## src/inc/fdc_ctl_pkg.sv

```systemverilog
package fdc_ctl_pkg;
	// clock and timer scale
	localparam int CLK_PERIOD_NS = 100;
	localparam int MS_NS = 1000000;
	// one millisecond of the modelled 10 MHz timer base, least time rounds up
	localparam int MS_CYCLES = (MS_NS + CLK_PERIOD_NS - 1) / CLK_PERIOD_NS;
	// factor applied when the chip clock runs at 8 MHz instead of 16 MHz
	localparam int HALF_RATE_FACTOR = 2;
	localparam int TIMER_W = 8;
	localparam int UNLOAD_CODE_W = 4;
	localparam int STEP_CODE_W = 4;
	localparam int SETTLE_CODE_W = 7;
	// shift giving ms per code step: 16 ms for unload, 2 ms for settle
	localparam int UNLOAD_SHIFT = 4;
	localparam int SETTLE_SHIFT = 1;
	localparam logic [4:0] STEP_BASE_MS = 5'h10;
	localparam int NUM_DRIVES = 4;
	localparam int DRV_W = 2;
	// interrupt cause in status_reg_zero[7:5], bit 5 is the lsb
	localparam int SR_ZERO_CAUSE_LSB = 5;
	localparam logic [2:0] CAUSE_READY_CHANGE = 3'h6;
	localparam logic [2:0] CAUSE_SEEK_NORMAL = 3'h1;
	localparam logic [2:0] CAUSE_SEEK_ABNORMAL = 3'h3;
	localparam logic [7:0] SR_ZERO_INVALID = 8'h80;
	localparam logic [1:0] RATE_500K_MFM = 2'h0;
	localparam logic [3:0] READY_SYNC_RESET = 4'hf;
	typedef enum logic [2:0] {
		CMD_SENSE_INT,
		CMD_SENSE_DRIVE,
		CMD_SEEK,
		CMD_RW,
		CMD_SPECIFY,
		CMD_INVALID
	} cmd_t;
	typedef enum logic [1:0] {
		SEQ_IDLE,
		SEQ_EXEC,
		SEQ_RESULT
	} seq_state_t;
endpackage

```

## src/design/ms_timer.sv

```systemverilog
`timescale 1ns/10ps
`default_nettype none
module ms_timer #(
	parameter int W = 8
) (
	input wire logic clk,
	input wire logic reset_n,
	input wire logic clr,
	input wire logic start,
	input wire logic [W-1:0] ms_count,
	input wire logic ms_tick,
	output logic done,
	output logic busy
);
	logic [W-1:0] cnt_r;
	logic [W-1:0] cnt_nxt;
	logic busy_r;
	logic busy_nxt;
	logic done_r;
	logic done_nxt;

	always_comb begin
		cnt_nxt = cnt_r;
		busy_nxt = busy_r;
		done_nxt = 1'b0;
		if (clr) begin
			busy_nxt = 1'b0;
			cnt_nxt = '0;
		end else if (start) begin
			busy_nxt = 1'b1;
			cnt_nxt = ms_count;
		end else if (busy_r && ms_tick) begin
			// a count of zero or one expires on the next millisecond tick
			if (cnt_r <= W'(1)) begin
				busy_nxt = 1'b0;
				done_nxt = 1'b1;
				cnt_nxt = '0;
			end else begin
				cnt_nxt = cnt_r - W'(1);
			end
		end
	end

	always_ff @(posedge clk or negedge reset_n) begin
		if (!reset_n) begin
			cnt_r <= '0;
			busy_r <= 1'b0;
			done_r <= 1'b0;
		end else begin
			cnt_r <= cnt_nxt;
			busy_r <= busy_nxt;
			done_r <= done_nxt;
		end
	end

	assign done = done_r;
	assign busy = busy_r;
endmodule
`default_nettype wire

```

## src/design/fdc_interrupt_timer_reset_control.sv

```systemverilog
`timescale 1ns/10ps
`default_nettype none
module fdc_interrupt_timer_reset_control #(
	parameter int MS_CYCLES = fdc_ctl_pkg::MS_CYCLES
) (
	input wire logic clk,
	input wire logic reset_n,
	input wire logic hw_reset_pin,
	input wire logic power_good_pin,
	input wire logic clock_stable_pin,
	input wire logic [3:0] drive_ready_pin,
	input wire logic soft_reset_write,
	input wire logic soft_reset_value,
	input wire logic rate_write,
	input wire logic [1:0] rate_value,
	input wire logic half_rate_clock,
	input wire logic cmd_valid,
	input wire fdc_ctl_pkg::cmd_t cmd_op,
	input wire logic [1:0] cmd_drive,
	input wire logic [3:0] head_unload_time,
	input wire logic [3:0] step_interval_time,
	input wire logic [6:0] head_settle_time,
	input wire logic no_dma_select,
	input wire logic [7:0] drive_status_in,
	input wire logic exec_data_req,
	input wire logic result_enter,
	input wire logic result_done,
	input wire logic host_data_access,
	input wire logic seek_done,
	input wire logic seek_abnormal,
	input wire logic [1:0] seek_drive,
	input wire logic stepping_active,
	input wire logic head_load_rise,
	output logic irq,
	output logic cmd_accept,
	output logic cmd_refused,
	output logic exec_phase_flag,
	output logic transfer_direction_flag,
	output logic host_request_flag,
	output logic [3:0] drive_seeking_flags,
	output logic [7:0] result_byte,
	output logic [7:0] status_reg_zero,
	output logic non_dma_mode,
	output logic [1:0] data_rate,
	output logic soft_reset_active,
	output logic seq_reset,
	output logic high_current_driver_en,
	output logic step_pulse_due,
	output logic head_unload_due,
	output logic head_settle_done
);
	// pin synchronisers
	logic [3:0] pin_meta_r;
	logic [3:0] pin_sync_r;
	logic [3:0] rdy_meta_r;
	logic [3:0] rdy_sync_r;

	always_ff @(posedge clk or negedge reset_n) begin
		if (!reset_n) begin
			pin_meta_r <= 4'h1;
			pin_sync_r <= 4'h1;
			rdy_meta_r <= fdc_ctl_pkg::READY_SYNC_RESET;
			rdy_sync_r <= fdc_ctl_pkg::READY_SYNC_RESET;
		end else begin
			pin_meta_r <= {1'b0, clock_stable_pin, power_good_pin, hw_reset_pin};
			pin_sync_r <= pin_meta_r;
			rdy_meta_r <= drive_ready_pin;
			rdy_sync_r <= rdy_meta_r;
		end
	end

	logic hw_rst;
	logic power_rst;
	logic seq_rst;
	assign hw_rst = pin_sync_r[0];
	assign power_rst = !pin_sync_r[1] || !pin_sync_r[2];

	// reset control and data rate
	logic soft_rst_r, soft_rst_nxt;
	logic [1:0] rate_r, rate_nxt;
	logic drv_en_r, drv_en_nxt;
	logic seq_rst_r, seq_rst_nxt;

	always_comb begin
		soft_rst_nxt = soft_rst_r;
		rate_nxt = rate_r;
		if (hw_rst || power_rst) begin
			soft_rst_nxt = 1'b1;
			rate_nxt = fdc_ctl_pkg::RATE_500K_MFM;
		end else begin
			if (soft_reset_write) begin
				soft_rst_nxt = soft_reset_value;
			end
			// rate survives soft reset
			if (rate_write) begin
				rate_nxt = rate_value;
			end
		end
		drv_en_nxt = !(hw_rst || power_rst);
		seq_rst_nxt = hw_rst || power_rst || soft_rst_nxt;
	end

	always_ff @(posedge clk or negedge reset_n) begin
		if (!reset_n) begin
			soft_rst_r <= 1'b1;
			rate_r <= fdc_ctl_pkg::RATE_500K_MFM;
			drv_en_r <= 1'b0;
			seq_rst_r <= 1'b1;
		end else begin
			soft_rst_r <= soft_rst_nxt;
			rate_r <= rate_nxt;
			drv_en_r <= drv_en_nxt;
			seq_rst_r <= seq_rst_nxt;
		end
	end
	assign seq_rst = seq_rst_r;

	// millisecond tick
	logic [15:0] ms_cnt_r, ms_cnt_nxt;
	logic ms_tick_r, ms_tick_nxt;
	logic [15:0] ms_limit;
	assign ms_limit = half_rate_clock ? 16'(MS_CYCLES * fdc_ctl_pkg::HALF_RATE_FACTOR)
		: 16'(MS_CYCLES);

	always_comb begin
		ms_tick_nxt = 1'b0;
		ms_cnt_nxt = ms_cnt_r + 16'h0001;
		if (seq_rst || ms_cnt_r >= ms_limit - 16'h0001) begin
			ms_cnt_nxt = 16'h0000;
			ms_tick_nxt = !seq_rst;
		end
	end

	always_ff @(posedge clk or negedge reset_n) begin
		if (!reset_n) begin
			ms_cnt_r <= 16'h0000;
			ms_tick_r <= 1'b0;
		end else begin
			ms_cnt_r <= ms_cnt_nxt;
			ms_tick_r <= ms_tick_nxt;
		end
	end

	// specify values
	logic [3:0] unload_code_r, step_code_r;
	logic [6:0] settle_code_r;
	logic nodma_r;
	logic [3:0] unload_code_nxt, step_code_nxt;
	logic [6:0] settle_code_nxt;
	logic nodma_nxt;

	// sequencer and interrupt state
	fdc_ctl_pkg::seq_state_t st_r, st_nxt;
	logic own_r, own_nxt;
	logic data_irq_r, data_irq_nxt;
	logic exec_r, exec_nxt;
	logic [3:0] seek_pend_r, seek_pend_nxt;
	logic [3:0] seek_bad_r, seek_bad_nxt;
	logic [3:0] rdy_pend_r, rdy_pend_nxt;
	logic [3:0] rdy_prev_r, rdy_prev_nxt;
	logic [3:0] seeking_r, seeking_nxt;
	logic [7:0] res_r, res_nxt;
	logic [7:0] sr_zero_r, sr_zero_nxt;
	logic irq_r, irq_nxt;
	logic acc_r, acc_nxt;
	logic ref_r, ref_nxt;
	logic dir_r, dir_nxt;
	logic req_r, req_nxt;
	logic [3:0] rdy_evt;
	logic [3:0] seek_evt;

	// set events per drive
	genvar gd;
	generate
		for (gd = 0; gd < fdc_ctl_pkg::NUM_DRIVES; gd++) begin : g_drv
			assign rdy_evt[gd] = rdy_sync_r[gd] != rdy_prev_r[gd];
			assign seek_evt[gd] = seek_done && seek_drive == 2'(gd);
		end
	endgenerate

	always_comb begin
		logic [2:0] cause;
		logic [1:0] drv;
		logic found;
		cause = 3'h0;
		drv = 2'h0;
		found = 1'b0;
		unload_code_nxt = unload_code_r;
		step_code_nxt = step_code_r;
		settle_code_nxt = settle_code_r;
		nodma_nxt = nodma_r;
		st_nxt = st_r;
		own_nxt = own_r;
		data_irq_nxt = data_irq_r;
		exec_nxt = exec_r;
		seek_pend_nxt = seek_pend_r;
		seek_bad_nxt = seek_bad_r;
		rdy_pend_nxt = rdy_pend_r;
		rdy_prev_nxt = rdy_sync_r;
		seeking_nxt = seeking_r;
		res_nxt = res_r;
		sr_zero_nxt = sr_zero_r;
		acc_nxt = 1'b0;
		ref_nxt = 1'b0;
		// one pending cause, seek ends first, lowest drive first
		for (int i = fdc_ctl_pkg::NUM_DRIVES - 1; i >= 0; i--) begin
			if (rdy_pend_r[i]) begin
				found = 1'b1;
				drv = 2'(i);
				cause = fdc_ctl_pkg::CAUSE_READY_CHANGE;
			end
		end
		for (int i = fdc_ctl_pkg::NUM_DRIVES - 1; i >= 0; i--) begin
			if (seek_pend_r[i]) begin
				found = 1'b1;
				drv = 2'(i);
				cause = seek_bad_r[i] ? fdc_ctl_pkg::CAUSE_SEEK_ABNORMAL
					: fdc_ctl_pkg::CAUSE_SEEK_NORMAL;
			end
		end
		// host data access clears data interrupts
		if (host_data_access) begin
			data_irq_nxt = 1'b0;
			if (st_r == fdc_ctl_pkg::SEQ_RESULT && own_r) begin
				st_nxt = fdc_ctl_pkg::SEQ_IDLE;
			end
		end
		if (st_r == fdc_ctl_pkg::SEQ_RESULT && !own_r && result_done) begin
			st_nxt = fdc_ctl_pkg::SEQ_IDLE;
		end
		if (cmd_valid) begin
			if (st_r != fdc_ctl_pkg::SEQ_IDLE ||
				(|seek_pend_r && cmd_op != fdc_ctl_pkg::CMD_SENSE_INT)) begin
				ref_nxt = 1'b1;
			end else begin
				acc_nxt = 1'b1;
				case (cmd_op)
					fdc_ctl_pkg::CMD_SENSE_INT: begin
						st_nxt = fdc_ctl_pkg::SEQ_RESULT;
						own_nxt = 1'b1;
						if (found) begin
							sr_zero_nxt = {cause, 3'h0, drv};
							if (cause == fdc_ctl_pkg::CAUSE_READY_CHANGE) begin
								rdy_pend_nxt[drv] = 1'b0;
							end else begin
								seek_pend_nxt[drv] = 1'b0;
								seeking_nxt[drv] = 1'b0;
							end
						end else begin
							sr_zero_nxt = fdc_ctl_pkg::SR_ZERO_INVALID;
						end
						res_nxt = sr_zero_nxt;
					end
					fdc_ctl_pkg::CMD_SENSE_DRIVE: begin
						st_nxt = fdc_ctl_pkg::SEQ_RESULT;
						own_nxt = 1'b1;
						res_nxt = drive_status_in;
					end
					fdc_ctl_pkg::CMD_SEEK: begin
						seeking_nxt[cmd_drive] = 1'b1;
					end
					fdc_ctl_pkg::CMD_RW: begin
						st_nxt = fdc_ctl_pkg::SEQ_EXEC;
						own_nxt = 1'b0;
						exec_nxt = nodma_r;
						data_irq_nxt = nodma_r;
					end
					fdc_ctl_pkg::CMD_SPECIFY: begin
						unload_code_nxt = head_unload_time;
						step_code_nxt = step_interval_time;
						settle_code_nxt = head_settle_time;
						nodma_nxt = no_dma_select;
					end
					default: begin
						st_nxt = fdc_ctl_pkg::SEQ_RESULT;
						own_nxt = 1'b1;
						sr_zero_nxt = fdc_ctl_pkg::SR_ZERO_INVALID;
						res_nxt = fdc_ctl_pkg::SR_ZERO_INVALID;
					end
				endcase
			end
		end
		// sets placed last so they win over a same-cycle clear
		if (st_r == fdc_ctl_pkg::SEQ_EXEC && exec_r && exec_data_req) begin
			data_irq_nxt = 1'b1;
		end
		if (st_r == fdc_ctl_pkg::SEQ_EXEC && result_enter) begin
			st_nxt = fdc_ctl_pkg::SEQ_RESULT;
			exec_nxt = 1'b0;
			data_irq_nxt = 1'b1;
		end
		for (int i = 0; i < fdc_ctl_pkg::NUM_DRIVES; i++) begin
			if (rdy_evt[i]) begin
				rdy_pend_nxt[i] = 1'b1;
			end
			if (seek_evt[i]) begin
				seek_pend_nxt[i] = 1'b1;
				seek_bad_nxt[i] = seek_abnormal;
			end
		end
		// level held until cleared
		irq_nxt = data_irq_nxt || |seek_pend_nxt || |rdy_pend_nxt;
		req_nxt = st_nxt != fdc_ctl_pkg::SEQ_EXEC || exec_nxt;
		dir_nxt = st_nxt == fdc_ctl_pkg::SEQ_RESULT;
	end

	always_ff @(posedge clk or negedge reset_n) begin
		if (!reset_n) begin
			unload_code_r <= 4'h0;
			step_code_r <= 4'h0;
			settle_code_r <= 7'h00;
			nodma_r <= 1'b0;
			st_r <= fdc_ctl_pkg::SEQ_IDLE;
			own_r <= 1'b0;
			data_irq_r <= 1'b0;
			exec_r <= 1'b0;
			seek_pend_r <= 4'h0;
			seek_bad_r <= 4'h0;
			rdy_pend_r <= 4'h0;
			rdy_prev_r <= 4'h0;
			seeking_r <= 4'h0;
			res_r <= 8'h00;
			sr_zero_r <= 8'h00;
			irq_r <= 1'b0;
			acc_r <= 1'b0;
			ref_r <= 1'b0;
			dir_r <= 1'b0;
			req_r <= 1'b0;
		end else if (seq_rst) begin
			// drives count as not ready during reset, so release flags a change
			st_r <= fdc_ctl_pkg::SEQ_IDLE;
			own_r <= 1'b0;
			data_irq_r <= 1'b0;
			exec_r <= 1'b0;
			seek_pend_r <= 4'h0;
			seek_bad_r <= 4'h0;
			rdy_pend_r <= 4'h0;
			rdy_prev_r <= 4'h0;
			seeking_r <= 4'h0;
			irq_r <= 1'b0;
			acc_r <= 1'b0;
			ref_r <= 1'b0;
			dir_r <= 1'b0;
			req_r <= 1'b0;
		end else begin
			unload_code_r <= unload_code_nxt;
			step_code_r <= step_code_nxt;
			settle_code_r <= settle_code_nxt;
			nodma_r <= nodma_nxt;
			st_r <= st_nxt;
			own_r <= own_nxt;
			data_irq_r <= data_irq_nxt;
			exec_r <= exec_nxt;
			seek_pend_r <= seek_pend_nxt;
			seek_bad_r <= seek_bad_nxt;
			rdy_pend_r <= rdy_pend_nxt;
			rdy_prev_r <= rdy_prev_nxt;
			seeking_r <= seeking_nxt;
			res_r <= res_nxt;
			sr_zero_r <= sr_zero_nxt;
			irq_r <= irq_nxt;
			acc_r <= acc_nxt;
			ref_r <= ref_nxt;
			dir_r <= dir_nxt;
			req_r <= req_nxt;
		end
	end

	// drive timers
	logic step_busy;
	logic unload_done, step_done, settle_done;
	logic [7:0] unload_ms, step_ms, settle_ms;
	assign unload_ms = {unload_code_r, 4'h0};
	assign step_ms = {3'h0, 5'(fdc_ctl_pkg::STEP_BASE_MS - {1'b0, step_code_r})};
	assign settle_ms = {settle_code_r, 1'b0};

	ms_timer #(.W(fdc_ctl_pkg::TIMER_W)) u_unload (
		.clk(clk),
		.reset_n(reset_n),
		.clr(seq_rst),
		.start(st_r == fdc_ctl_pkg::SEQ_EXEC && result_enter),
		.ms_count(unload_ms),
		.ms_tick(ms_tick_r),
		.done(unload_done),
		.busy()
	);
	ms_timer #(.W(fdc_ctl_pkg::TIMER_W)) u_step (
		.clk(clk),
		.reset_n(reset_n),
		.clr(seq_rst || !stepping_active),
		.start(stepping_active && !step_busy),
		.ms_count(step_ms),
		.ms_tick(ms_tick_r),
		.done(step_done),
		.busy(step_busy)
	);
	ms_timer #(.W(fdc_ctl_pkg::TIMER_W)) u_settle (
		.clk(clk),
		.reset_n(reset_n),
		.clr(seq_rst),
		.start(head_load_rise),
		.ms_count(settle_ms),
		.ms_tick(ms_tick_r),
		.done(settle_done),
		.busy()
	);

	logic [2:0] tdone_r;
	always_ff @(posedge clk or negedge reset_n) begin
		if (!reset_n) begin
			tdone_r <= 3'h0;
		end else begin
			tdone_r <= {settle_done, unload_done, step_done};
		end
	end

	assign irq = irq_r;
	assign cmd_accept = acc_r;
	assign cmd_refused = ref_r;
	assign exec_phase_flag = exec_r;
	assign transfer_direction_flag = dir_r;
	assign host_request_flag = req_r;
	assign drive_seeking_flags = seeking_r;
	assign result_byte = res_r;
	assign status_reg_zero = sr_zero_r;
	assign non_dma_mode = nodma_r;
	assign data_rate = rate_r;
	assign soft_reset_active = soft_rst_r;
	assign seq_reset = seq_rst_r;
	assign high_current_driver_en = drv_en_r;
	assign step_pulse_due = tdone_r[0];
	assign head_unload_due = tdone_r[1];
	assign head_settle_done = tdone_r[2];
endmodule
`default_nettype wire

```

## config.mk

```make
export PLATFORM = sky130hd
export DESIGN_NAME = fdc_interrupt_timer_reset_control
export DESIGN_NICKNAME = d
export VERILOG_FILES = /design/src/inc/fdc_ctl_pkg.sv /design/src/design/ms_timer.sv /design/src/design/fdc_interrupt_timer_reset_control.sv
export SDC_FILE = /design/constraint.sdc
export NUM_CORES = 1
export LEC_CHECK = 0
export ABC_AREA = 1
export BUFFER_PORTS_ARGS = -buffer_cell sky130_fd_sc_hd__buf_2
export CAP_MARGIN = 20
export CORE_ASPECT_RATIO = 0.9
export CORE_MARGIN = 2
export CORE_UTILIZATION = 30
export DETAILED_ROUTE_END_ITERATION = 10
export PLACE_DENSITY_LB_ADDON = 0.05
export SKIP_LAST_GASP = 1
export SYNTH_ARGS = -nofsm -noshare
export SYNTH_HDL_FRONTEND = slang
export SYNTH_SLANG_ARGS = --single-unit
```

## constraint.sdc

```tcl
create_clock -name clk -period 2.4 [get_ports clk]
set_input_delay 0.12 -clock clk [delete_from_list [all_inputs] [get_ports clk]]
set_output_delay 0.12 -clock clk [all_outputs]
set_load 0.005 [all_outputs]
```

==> results of run 1 <==
==> metrics by stage <==
stage	power, mW	util
after global routing	5.68	0.393
after detailed placement	2.70	0.344
after floorplan	2.49	-
after CTS	5.53	0.393
final	5.43	0.393
after global placement	2.69	0.344
==> routing by layer <==
metal  track usage  share of wire  vias to the layer above
li1              -              -                     2587
met1         0.206           0.50                     2419
met2         0.226           0.45                       99
met3        0.0343          0.032                       17
met4        0.0483          0.013                        0
met5             0              0                        -
==> cell families after synthesis <==
logic type                 count (synthesis)
and+or+nand+nor                          312
DFF                                      127
buffers and inverters                    121
AOI/OAI and AO/OA                        111
xor gates and xnor gates                  18
adders and majority gates                 13
muxes                                     10
other                                      1
==> power breakdown <==
| part | total, mW | switching [mW] | internal [mW] |
|---|---|---|---|
| Combinational | 0.419 | 0.234 | 0.185 |
| Sequential | 2.27 | 0.0455 | 2.23 |
| Clock | 2.73 | 0.971 | 1.76 |
| Total | 5.43 | 1.25 | 4.17 |
==> synthesized netlist by cell type, drive strengths merged, types with 2 or more instances <==
| cell type | n | area share |
|---|---|---|
| nand2 | 122 | 0.076 |
| xor2 | 16 | 0.023 |
| clkbuf | 6 | 0.0038 |
| o2111ai | 2 | 0.0028 |
| nor3 | 22 | 0.018 |
| dfstp | 11 | 0.047 |
| a31oi | 14 | 0.014 |
| o21ai | 35 | 0.030 |
| nor4 | 2 | 0.0020 |
| a21oi | 36 | 0.029 |
| dfrtp | 116 | 0.47 |
| nor3b | 5 | 0.0069 |
| nand3 | 46 | 0.042 |
| inv | 108 | 0.066 |
| mux2 | 10 | 0.021 |
| o31ai | 2 | 0.0024 |
| xnor2 | 2 | 0.0028 |
| ha | 13 | 0.026 |
| nor2 | 107 | 0.075 |
| nand4 | 7 | 0.0071 |
| o211ai | 5 | 0.0061 |
| o22ai | 9 | 0.0091 |
| buf | 7 | 0.0093 |
==> state kept, by name, summed over array words and instances (netlist names), 5 cells and up <==
signal and flops:
ms_cnt_r 16, result_byte 8, u_settle.cnt_r 8, u_step.cnt_r 8
u_unload.cnt_r 8, settle_code_r 7, status_reg_zero 5
==> how the worst max path moves through the flow <==
| stage | startpoint | endpoint | slack, ps |
|---|---|---|---|
| 2_1_floorplan | ms_cnt_r[11] | ms_cnt_r[6] | 710 |
| 3_3_place_gp | ms_cnt_r[11] | ms_cnt_r[4] | 400 |
| 3_5_place_dp | ms_cnt_r[11] | ms_cnt_r[13] | 290 |
| 4_1_cts | ms_cnt_r[11] | ms_cnt_r[3] | 280 |
| 5_1_grt | ms_cnt_r[11] | ms_cnt_r[3] | 70 |
| 6_report | ms_cnt_r[11] | ms_cnt_r[8] | 350 |
==> cell type report <==
class	count	area, µm²	area share
sequential	127	3190	0.404
clock buffer	18	439	0.0555
clock inverter	14	191	0.0242
timing repair buffer	126	833	0.105
multi-input combinational	467	2520	0.319
inverter	108	410	0.0519
tap	255	319	0.0404
==> worst max-delay path, stage by stage (launching register included) <==
cell      delay (ps)
dfrtp_1          410
ha_1             280
nand2_1           80
nor2_1            40
o21ai_0          150
o211ai_1         100
a31oi_1          210
nand2_1          380
nor3b_1          310
==> impl_metrics.env, run 1 <==
export IMPL_run_status="complete, no violations"
export IMPL_drtAntennaViolNets=0
export IMPL_die_y_um=140
export IMPL_instances_no_fill=1115
export IMPL_via_per_inst=4.59
export IMPL_fin_ws_ps=350
export IMPL_synth_cell_types=47
export IMPL_ys_ff_latch=127
export IMPL_fin_crit_ps=2050
export IMPL_clock_latency_ps=420
export IMPL_maxCapViolations=0
export IMPL_hold_viol=0
export IMPL_synth_adder_area_share=0.0262
export IMPL_crit_fanout=16
export IMPL_cts_root_buf="clkbuf_16"
export IMPL_synth_edff_count=0
export IMPL_routed_wl_um=15400
export IMPL_synth_xor_area_frac=0.0254
export IMPL_hold_path_depth=3
export IMPL_r2r_slack_ps=350
export IMPL_rsz0062_at_grt="no"
export IMPL_die_area_um2=21800
export IMPL_muxShareOfSynthArea=0.0206
export IMPL_worst_endpoint_required_ps=2720
export IMPL_fin_crit_sh=0.854
export IMPL_cts_buffer_depth=2
export IMPL_cp_start_kind="register"
export IMPL_num_rows=49
export IMPL_nFillCells=2021
export IMPL_fin_skew_ps=7.93
export IMPL_reg2reg_to="ms_cnt_r[8]"
export IMPL_ir_drop_v=0.000368
export IMPL_hold_buffers=35
export IMPL_fmax_mhz=488
export IMPL_yosys_warnings=0
export IMPL_core_um2=20100
export IMPL_io_pins=90
export IMPL_synth_cells=713
export IMPL_synth_top_family_by_area="simple AND/OR/NAND/NOR gates"
export IMPL_synth_compound_area_frac=0.105
export IMPL_place_area_um2=6930
export IMPL_first_pass_iters=6
export IMPL_gp_congestion=0.816
export IMPL_grt_max_degree=128
export IMPL_drcViolationCount=0
export IMPL_cts_sinks=127
export IMPL_setup_viol=0
export IMPL_async_reset_ff_frac=1.00
export IMPL_r2r_start="ms_cnt_r[11]"
export IMPL_r2r_cells=8
export IMPL_path_class="reg -> reg"
export IMPL_postSynthAreaPerCell_um2=8.69
export IMPL_powerDensity_nw_per_um2=686
export IMPL_final_nets=915
export IMPL_cts_tree="built"
export IMPL_post_cts_setup_buffers=0
export IMPL_final_setup_tns_ps=0
export IMPL_synth_cell_area_um2=6200
export IMPL_gr_total_overflow=0
export IMPL_relSlewSlack=0.521
export IMPL_holdWs_ps=32.0
export IMPL_layout_common_cells="nand2_1 (120), dfrtp_1 (116), inv_1 (105)"
export IMPL_wl_per_cell_um=13.8
export IMPL_diodes=0
export IMPL_antenna_found_initial=0
export IMPL_place_ws_ps=293
export IMPL_grt_pass1_vias=4988
export IMPL_drive_gt1_frac=0.194
export IMPL_grt_pass1_wl_um=25400
export IMPL_grt_use_total=0.147
export IMPL_placed_cells=1048
export IMPL_worstSetupEndpointType="register"
export IMPL_place_hpwl_um=11200
export IMPL_htree_levels=4
export IMPL_min_to="result_byte[7]"
export IMPL_cts_made_buffers=17
export IMPL_layout_commonest_cell="nand2_1"
export IMPL_ys_flop_type="dfrtp_1"
export IMPL_start_util=0.308
export IMPL_portBuffers=86
export IMPL_postCtsResizedCells=0
export IMPL_clkTransAtPathRegs_ps=60
export IMPL_synth_simple_gate_area_frac=0.228
export IMPL_hold_start="drive_status_in[7]"
export IMPL_num_vias=5122
export IMPL_yosysSeqAreaShare=0.515
export IMPL_area_growth_synth_to_final_pct=27.6
export IMPL_leakage_nw=3.98
export IMPL_worst_slew_pin_slew_ps=718
export IMPL_slew_viol_final=0
export IMPL_final_area_um2=7910
export IMPL_min_path_type="in -> reg"
export IMPL_drt_iter0_markers=313
export IMPL_crit_arrival_ps=2370
export IMPL_chipWidth_um=156
Note: power is estimated with default switching activity, not from simulation.
==> inputs of run 2 (changes only) <==
--- a/config.mk
+++ b/config.mk
@@ -11,6 +11,7 @@
 export CORE_ASPECT_RATIO = 0.9
 export CORE_MARGIN = 2
 export CORE_UTILIZATION = 30
+export CTS_BUF_LIST = sky130_fd_sc_hd__clkbuf_16
 export DETAILED_ROUTE_END_ITERATION = 10
 export PLACE_DENSITY_LB_ADDON = 0.05
 export SKIP_LAST_GASP = 1
==> run 2 against run 1 <==
  * Sequential share of layout area up 0.051 points
  * Wire length hardly changed
  * Clock power is essentially flat
==> impl_metrics.env, run 2 (synthesis gave the netlist of run 1 again) <==
export IMPL_layout_commonest_cell="nand2_1"
export IMPL_gp_congestion=0.816
export IMPL_drcViolationCount=0
export IMPL_hold_path_depth=3
export IMPL_wl_met2_um=6990
export IMPL_grt_max_degree=128
export IMPL_place_hpwl_um=11200
export IMPL_path_class="reg -> reg"
export IMPL_r2r_cells=8
export IMPL_min_path_type="in -> reg"
export IMPL_setup_viol=0
export IMPL_run_status="complete, no violations"
export IMPL_r2r_slack_ps=350
export IMPL_io_pins=90
export IMPL_fin_skew_ps=8.13
export IMPL_cts_tree="built"
export IMPL_chipWidth_um=156
export IMPL_reg2reg_to="ms_cnt_r[3]"
export IMPL_drt_iter0_markers=305
export IMPL_post_route_util=0.393
export IMPL_leakage_nw=3.97
export IMPL_crit_start="ms_cnt_r[11]"
export IMPL_relSlewSlack=0.521
export IMPL_fin_crit_sh=0.853
export IMPL_clock_latency_ps=420
export IMPL_wl_per_cell_um=13.8
export IMPL_drive_gt1_frac=0.193
export IMPL_top_layer_used="met4"
export IMPL_r2r_start="ms_cnt_r[11]"
export IMPL_crit_arrival_ps=2360
export IMPL_htree_levels=4
export IMPL_cts_made_buffers=17
export IMPL_powerDensity_nw_per_um2=683
export IMPL_diodes=0
export IMPL_hold_viol=0
export IMPL_grt_use_total=0.147
export IMPL_top_register="ms_cnt_r"
export IMPL_core_um2=20100
export IMPL_first_pass_iters=5
export IMPL_rsz0062_at_grt="no"
export IMPL_final_area_um2=7900
export IMPL_hold_start="drive_status_in[7]"
export IMPL_min_to="result_byte[7]"
export IMPL_gr_total_overflow=0
export IMPL_clkTransAtPathRegs_ps=60
export IMPL_via_per_inst=4.58
export IMPL_slew_viol_final=0
export IMPL_num_vias=5109
export IMPL_die_area_um2=21800
export IMPL_area_growth_synth_to_final_pct=27.4
export IMPL_worst_slew_pin_slew_ps=719
export IMPL_placed_cells=1048
export IMPL_final_nets=915
export IMPL_nFillCells=2022
export IMPL_cp_start_kind="register"
export IMPL_num_rows=49
export IMPL_grt_pass1_wl_um=25400
export IMPL_antenna_found_initial=0
export IMPL_cts_root_buf="clkbuf_16"
export IMPL_worst_endpoint_required_ps=2720
export IMPL_routed_wl_um=15400
export IMPL_fmax_mhz=489
export IMPL_post_cts_setup_buffers=0
export IMPL_start_util=0.308
export IMPL_instances_no_fill=1115
export IMPL_crit_fanout=16
export IMPL_postCtsResizedCells=0
export IMPL_worstSetupEndpointType="register"
export IMPL_maxCapViolations=0
export IMPL_fin_ws_ps=353
export IMPL_place_ws_ps=293
export IMPL_grt_pass1_vias=4988
export IMPL_cts_sinks=127
export IMPL_fin_crit_ps=2050
export IMPL_layout_common_cells="nand2_1 (120), dfrtp_1 (116), inv_1 (105)"
export IMPL_dr_wl_met3_um=520
export IMPL_largest_reg_flops=16
export IMPL_final_setup_tns_ps=0
export IMPL_ir_drop_v=0.000366
export IMPL_cts_buffer_depth=2
export IMPL_m1WireLength_um=7720
export IMPL_place_area_um2=6930
export IMPL_die_y_um=140
export IMPL_drtAntennaViolNets=0
export IMPL_portBuffers=86
==> run 2: cell count changes in the layout (fill, tap and decap cells not counted), sizes merged <==
| cell | change |
|---|---|
| clkinv | +1 |
| clkbuf | -1 |
==> run 2: power by group <==
part / switching (mW) / internal [mW]
sequential: 0.0455 / 2.23
combinational: 0.234 / 0.185
clock: 0.969 / 1.73
total: 1.25 / 4.14
==> run 2: metal layers <==
metal	up-vias	global-route usage
li1	2586	-
met2	101	0.226
met4	0	0.0483
met5	-	0
met1	2405	0.206
met3	17	0.0343
==> run 2: critical path, cell delays in order, from the launching register on <==
cell,delay (ps)
dfrtp_1,410
ha_1,280
nand2_1,80
nor2_1,40
o21ai_0,150
o211ai_1,100
a31oi_1,210
nand2_1,380
nor3b_1,310
==> run 2: per-stage QoR <==
stage                     power, mW  hold slack, ps
after floorplan                2.49            -176
after global placement         2.69             226
after detailed placement       2.70             226
after CTS                      5.50            12.1
after global routing           5.64            46.4
final                          5.39            31.8
==> run 2: worst max-delay path by stage <==
stage                    to  slack [ps]  cells after the start
2_1_floorplan   ms_cnt_r[6]         710                      9
3_3_place_gp    ms_cnt_r[4]         400                      8
3_5_place_dp   ms_cnt_r[13]         290                      8
4_1_cts         ms_cnt_r[3]         280                      8
5_1_grt         ms_cnt_r[3]          70                      8
6_report        ms_cnt_r[3]         350                      8
==> run 2: timing repair <==
item	in CTS	in global routing
setup endpoints to repair	0	0
endpoints found under the hold margin	149	0
hold buffers	35	0
==> run 2: area by class of cell <==
class	count	area [µm²]	area share
inverter	108	410	0.0520
multi-input combinational	467	2520	0.319
sequential	127	3190	0.404
clock buffer	17	425	0.0539
timing repair buffer	126	833	0.106
clock inverter	15	195	0.0247
tap	255	319	0.0404
